$ cat src/slvd_pkg.sv
// constants and carrier types for the supply monitor control block
package slvd_pkg;
   localparam int                LEVEL_W         = 4;
   localparam logic [3:0]        LEVEL_EXTERNAL  = 4'hF;
   localparam logic [3:0]        LEVEL_RESET     = 4'h5;
   localparam logic              ENABLE_RESET    = 1'h0;
   localparam logic              IRQ_EN_RESET    = 1'h0;
   // reference settle time, ns; arbitrary stand-in value
   localparam int                SETTLE_NS       = 20000;
   localparam int                CLK_PERIOD_NS   = 25;
   localparam int                SETTLE_CYC      =
      (SETTLE_NS + CLK_PERIOD_NS - 1) / CLK_PERIOD_NS;
   localparam int                CNT_W           = 16;

   typedef struct packed {
      logic                power_enable;
      logic                irq_enable;
      logic [3:0]          trip_level;
      logic                flag_clear;
   } slvd_ctrl_s;

   typedef struct packed {
      logic                supply_low_flag;
      logic                reference_stable_flag;
      logic                irq;
      logic                wake;
   } slvd_stat_s;

   typedef enum logic [1:0] {
      SLVD_OFF    = 2'b00,
      SLVD_SETTLE = 2'b01,
      SLVD_READY  = 2'b10
   } slvd_state_e;
endpackage

$ cat src/slvd_supply_monitor.sv
// supply monitor control logic: trip select, settle, latched low flag
//
// Contract
// - set low flag when comparator says selected tap is below reference
// - enabled and set flag requests interrupt to redirect execution
// - software fully controls detector, can switch it off and on
// - four-bit trip select chooses one of fifteen divider settings, or the external pin
// - select all ones routes external sense pin to comparator
// - power enable powers detector up; clear powers it down, stops detection
// - read-only reference stable flag shows detection is reliable
// - detector keeps working in sleep, sets flag and wakes device
// - any reset returns controls to reset state, detector off
`timescale 1ns/10ps
`default_nettype none
module slvd_supply_monitor #(
   parameter int SETTLE_CYCLES = slvd_pkg::SETTLE_CYC
) (
   input  wire logic                  clk_sys,
   input  wire logic                  rst,
   input  wire slvd_pkg::slvd_ctrl_s  ctrl,
   input  wire logic                  comparator_low,
   output logic                       analog_power_enable,
   output logic [3:0]                 divider_tap_select,
   output logic                       external_sense_input_select,
   output slvd_pkg::slvd_stat_s       status
);

   ////////////////////////////////////////////////////////////////////////
   // control registers
   logic                     en_q;
   logic                     en_d;
   logic                     ie_q;
   logic                     ie_d;
   logic [3:0]               lvl_q;
   logic [3:0]               lvl_d;

   always_comb begin
      en_d  = ctrl.power_enable;
      ie_d  = ctrl.irq_enable;
      lvl_d = ctrl.trip_level;
   end

   always_ff @(posedge clk_sys) begin
      if (rst) begin
         en_q  <= slvd_pkg::ENABLE_RESET;
         ie_q  <= slvd_pkg::IRQ_EN_RESET;
         lvl_q <= slvd_pkg::LEVEL_RESET;
      end else begin
         en_q  <= en_d;
         ie_q  <= ie_d;
         lvl_q <= lvl_d;
      end
   end

   // power and tap select come straight from flops; external select is decoded from lvl_q
   always_comb begin
      analog_power_enable         = en_q;
      divider_tap_select          = lvl_q;
      external_sense_input_select = lvl_q == slvd_pkg::LEVEL_EXTERNAL;
   end

   ////////////////////////////////////////////////////////////////////////
   // comparator synchroniser
   logic                     cmp_meta_q;
   logic                     cmp_sync_q;

   always_ff @(posedge clk_sys) begin
      if (rst) begin
         cmp_meta_q <= 1'h0;
         cmp_sync_q <= 1'h0;
      end else begin
         cmp_meta_q <= comparator_low;
         cmp_sync_q <= cmp_meta_q;
      end
   end

   ////////////////////////////////////////////////////////////////////////
   // reference settle sequencing
   slvd_pkg::slvd_state_e    st_q;
   slvd_pkg::slvd_state_e    st_d;
   logic [slvd_pkg::CNT_W-1:0] cnt_q;
   logic [slvd_pkg::CNT_W-1:0] cnt_d;

   always_comb begin
      st_d  = st_q;
      cnt_d = cnt_q;
      unique case (st_q)
         slvd_pkg::SLVD_OFF: begin
            cnt_d = '0;
            if (en_q) begin
               st_d = slvd_pkg::SLVD_SETTLE;
            end
         end
         slvd_pkg::SLVD_SETTLE: begin
            cnt_d = cnt_q + 1'h1;
            if (!en_q) begin
               st_d = slvd_pkg::SLVD_OFF;
            end else if (cnt_q == slvd_pkg::CNT_W'(SETTLE_CYCLES - 1)) begin
               st_d = slvd_pkg::SLVD_READY;
            end
         end
         slvd_pkg::SLVD_READY: begin
            if (!en_q) begin
               st_d = slvd_pkg::SLVD_OFF;
            end
         end
         default: begin
            st_d = slvd_pkg::SLVD_OFF;
         end
      endcase
   end

   always_ff @(posedge clk_sys) begin
      if (rst) begin
         st_q  <= slvd_pkg::SLVD_OFF;
         cnt_q <= '0;
      end else begin
         st_q  <= st_d;
         cnt_q <= cnt_d;
      end
   end

   ////////////////////////////////////////////////////////////////////////
   // sticky low flag; set beats a same-cycle clear
   logic                     flag_q;
   logic                     flag_d;
   logic                     trip;

   always_comb begin
      // comparator output is junk while powered down
      trip   = en_q && cmp_sync_q;
      flag_d = flag_q;
      if (ctrl.flag_clear) begin
         flag_d = 1'h0;
      end
      if (trip) begin
         flag_d = 1'h1;
      end
   end

   always_ff @(posedge clk_sys) begin
      if (rst) begin
         flag_q <= 1'h0;
      end else begin
         flag_q <= flag_d;
      end
   end

   always_comb begin
      status.supply_low_flag       = flag_q;
      status.reference_stable_flag = (st_q == slvd_pkg::SLVD_READY);
      status.irq                   = flag_q && ie_q;
      // wake needs no clock gating here; sleep logic samples this level
      status.wake                  = flag_q;
   end
endmodule
`default_nettype wire

$ cat config.mk
export PLATFORM = sky130hd
export DESIGN_NAME = slvd_supply_monitor
export DESIGN_NICKNAME = d
export VERILOG_FILES = /design/src/slvd_pkg.sv /design/src/slvd_supply_monitor.sv
export SDC_FILE = /design/constraint.sdc
export NUM_CORES = 1
export LEC_CHECK = 0
export BUFFER_PORTS_ARGS = -buffer_cell sky130_fd_sc_hd__buf_2
export CORE_MARGIN = 2
export CORE_UTILIZATION = 43
export CTS_BUF_LIST = sky130_fd_sc_hd__clkbuf_8
export CTS_CLUSTER_DIAMETER = 30
export DETAILED_ROUTE_END_ITERATION = 8
export SYNTH_ARGS = -nofsm -noshare
export SYNTH_HDL_FRONTEND = slang
export SYNTH_SLANG_ARGS = --single-unit
export TNS_END_PERCENT = 100
$ cat constraint.sdc
create_clock -name clk_sys -period 2.05 [get_ports clk_sys]
set_input_delay 0.205 -clock clk_sys [delete_from_list [all_inputs] [get_ports clk_sys]]
set_output_delay 0.205 -clock clk_sys [all_outputs]
set_load 0.02 [all_outputs]
# Word level (Yosys, flattened, before mapping)
# Index checks and enable logic that the tools add are counted.
# classes
add_sub_neg	1
n_eq_ne	7
muxes	8
n_reduce_logical	6
# op_table
operator	n
$pmux 16 s2	1
$add 16x1->16 const B	1
$eq 16x10->1 const B	1
$mux 2	4
$pmux 2 s3	1
$eq 4x4->1 const B	1
$ne 2x2->1 const B	2
$reduce_bool 2->1	2
$ne 3x3->1 const B	1
$reduce_and 3->1	1
$eq 2x1->1 const B	1
$eq 2x2->1 const B	1
$logic_and 1x1->1	2
$logic_not 2->1	1
$mux 1	2
# totals
ff_bits	27
inputBits	10
elab_cells	30

# Longest topological paths before layout
# logic_depth
word_depth	4
ltp_mapped	5
ltp_nobuf	5

# Least setup slack after synthesis
# Ideal clock, no wire load.
# synth_path
path_type	flip-flop to flip-flop
from	register cnt_q[0] (netlist bit)
to	register cnt_q[13] (netlist bit)
setup_ns	0.121
arrival_time_ns	1.247
t_required_ns	1.929
path_slack_ns	0.682
path_stages_with_launch	6
n_path_buf	1
period_less_slack_ns	1.368
cell_sequence	dfxtp_1 and4b_1 clkbuf_1 nand3_1 nor2_1 mux2_2
# synth_between
elab_chain_len	2
# synth_lines
item	line_no	source
start, declared	slvd_supply_monitor.sv:81	logic [slvd_pkg::CNT_W-1:0] cnt_q;
start signal, assigned	slvd_supply_monitor.sv:119	cnt_q <= cnt_d;
$add 16x1->16	slvd_supply_monitor.sv:95	cnt_d = cnt_q + 1'h1;
$pmux 16 s2	slvd_supply_monitor.sv:87	unique case (st_q)
# Every way passes these cells.
# A chain may end at the register's enable or synchronous reset.

# Worst setup path in the final report
# layout_path
from	register cnt_q[3] (netlist bit)
to	register cnt_q[15] (netlist bit)
# The elaborated chain is that of the path after synthesis.

==> flow_summary.yaml <==
outcome:
  status: "complete, no violations"
layout:
  fin_cells: 165
  fin_area_sq_um: 1270
  layout_commonest_cell: "dfxtp_1"
  nNetsFinal: 147
  area_growth_pct: 11.3
  layout-drive-gt1-share_pct: 22.2
  final_cell_mix: "dfxtp_1, buf_2, nor2_1, xor2_1, nor2b_1"
  antenna_cells: 0
clock_tree:
  cts-root-buf: "clkbuf_8"
  cts_hold_buf: 0
  cts_buffer_depth: 2
  numCtsBuffers: 3
  cts_resized: 0
  post_cts_buffers: 0
  cts.sinks: 27
  htree_levels: 1
  cts_tree: "built"
  clk_pin_slew_worst_paths_ns: 0.09
  insertion_delay_ns: 0.27
logic_synthesis:
  netlist_instances: 119
  yosysWarnings: 0
  postSynthAreaPerCell_sq_um: 9.61
  synth_cell_type_count: 35
  synth_nets: 130
  synth.cell_area_sq_um: 1140
  ys_ff_latch: 27
  ys_seq_area_share_pct: 47.3
worst_setup_path:
  start_kind: "register"
  critPathArrivalTime_ns: 1.74
  end_kind: "register"
  cp_max_fo: 8
  required_ns: 2.26
  path_class: "reg2reg"
pwr:
  peakVddDrop_mv: 0.393
  p_leak_nw: 0.506
  power_density_nw_per_um2: 690
floorplan:
  die_area_sq_um: 3090
  die_y_microns: 55.6
  start_util_pct: 45.7
  coreArea_sq_um: 2500
  rows: 18
  ios: 20
  die_x_microns: 55.6
drt:
  routed_wirelength_microns: 1860
  drt-vias-per-instance: 5.01
  drc: 0
  drt_first_iter_violations: 9
  routed-via-count: 827
  ant_nets: 0
  first_pass_iters: 4
  wl_per_cell_microns: 11.3
sta:
  slew-limit-headroom_pct: 64.6
  skew_ns: 0.00257
  layout_min_cycle_time_ns: 1.53
  worstMarginPinSlew_ns: 0.530
  fin_crit_sh_pct: 74.5
  rsz0062_at_grt: "false"
  setup_violations: 0
  hold_viol_final: 0
  fmaxAchievable_mhz: 655
  final.setup.tns_ns: 0
  whs_ns: 0.108
  maxSlewViolCount: 0
place:
  place.gp.congestion: 0.753
  dpl_cell_area_sq_um: 1220
  detailed_place_hpwl_microns: 1400
  dp_cells: 161
  portBuffers: 19
global_routing:
  grt_max_degree: 17
  antenna_found_initial: 0
  track_usage_pct: 13.6
  grt_pass1_wl_microns: 3350
  gr-total-overflow: 0
  grt_pass1_vias: 740
run:
  drv_cap: 0
min_path:
  hp-class: "in2reg"
==> Yosys cell counts <==
cell type | number | area, sq um
buf_4 | 2 | 15.0
or3_1 | 3 | 18.8
nor2b_1 | 7 | 43.8
a31oi_1 | 1 | 6.26
ha_1 | 1 | 12.5
nand2b_1 | 1 | 6.26
nand4_1 | 5 | 31.3
a2111oi_1 | 1 | 10.0
nor4_1 | 1 | 6.26
dfxtp_1 | 27 | 541
xor2_1 | 10 | 87.6
nand3_1 | 4 | 20.0
inv_1 | 3 | 11.3
buf_6 | 3 | 33.8
clkbuf_1 | 3 | 11.3
or2_2 | 2 | 12.5
nand2_1 | 5 | 18.8
and2_1 | 2 | 12.5
nor3b_1 | 1 | 7.51
o21ai_0 | 3 | 15.0
and4_4 | 1 | 11.3
and3b_1 | 1 | 8.76
nor4b_1 | 1 | 8.76
nand4_4 | 1 | 21.3
and4b_1 | 2 | 20.0
and4_1 | 2 | 17.5
mux2i_1 | 1 | 10.0
and4_2 | 1 | 10.0
nor2_1 | 15 | 56.3
o21bai_1 | 1 | 7.51
xnor2_1 | 1 | 8.76
and3_1 | 1 | 6.26
a21oi_1 | 4 | 20.0
mux2_2 | 1 | 11.3
nor3_1 | 1 | 5.00
==> sequential cells by signal, summed over array words and instances (netlist names) <==
signal,cells
flag_q,1
analog_power_enable,1
st_q,2
cmp_meta_q,1
cnt_q,16
cmp_sync_q,1
divider_tap_select,4
ie_q,1
==> kinds of logic (layout without fill, tap and decap cells) <==
logic type	after synthesis	in the layout	synth area share, %
flip-flops	27	27	47.3
adder cells (fa/ha/maj)	1	1	1.09
AND/OR/NAND/NOR	57	57	30.0
AO/OA/AOI/OAI	10	10	5.14
buffers and inverters	11	27	6.24
multiplexers	2	2	1.86
XOR/XNOR	11	11	8.42
==> through the flow <==
stage	setup slack, ns	utilization, %	power (W)
after floorplan	0.682	-	0.000572
after global placement	0.595	48.9	0.000588
after detailed placement	0.542	48.9	0.000588
after CTS	0.521	50.9	0.000892
after global routing	0.381	50.9	0.000920
final	0.523	50.9	0.000878
==> worst max-delay path, stage by stage, from the launching register on <==
cell,delay (ns)
dfxtp_1,0.41
and4_1,0.40
nand4_4,0.14
or3_1,0.37
a21oi_1,0.14
==> where the power goes <==
group / switching, W / internal [W]
logic: 0.0000195 / 0.0000172
registers: 0.00000496 / 0.000534
clock network: 0.000165 / 0.000138
==> worst paths after layout <==
kind | from | to | slack [ns] | cells after the start
max | cnt_q[3] | cnt_q[15] | 0.52 | 4
min | ctrl[1] | divider_tap_select[0] | 0.11 | 2
min reg2reg | cmp_meta_q | cmp_sync_q | 0.45 | 1
max reg2reg | cnt_q[3] | cnt_q[15] | 0.52 | 4
==> per-layer routing <==
metal	part of all wire, %	GRT usage [%]
met4	2.2	7.32
met1	50	18.6
met3	4.2	2.79
met2	43	20.1
met5	0	0
==> area by class of cell <==
cell class / instances / area [sq um]
Clock buffer: 3 / 41.3
Clock inverter: 1 / 7.51
Sequential cell: 27 / 541
Multi-Input combinational cell: 81 / 532
Fill cell: 241 / 1230
Inverter: 3 / 11.3
Tap cell: 30 / 37.5
Timing Repair Buffer: 20 / 103
Power figures use the tool's default switching activity.
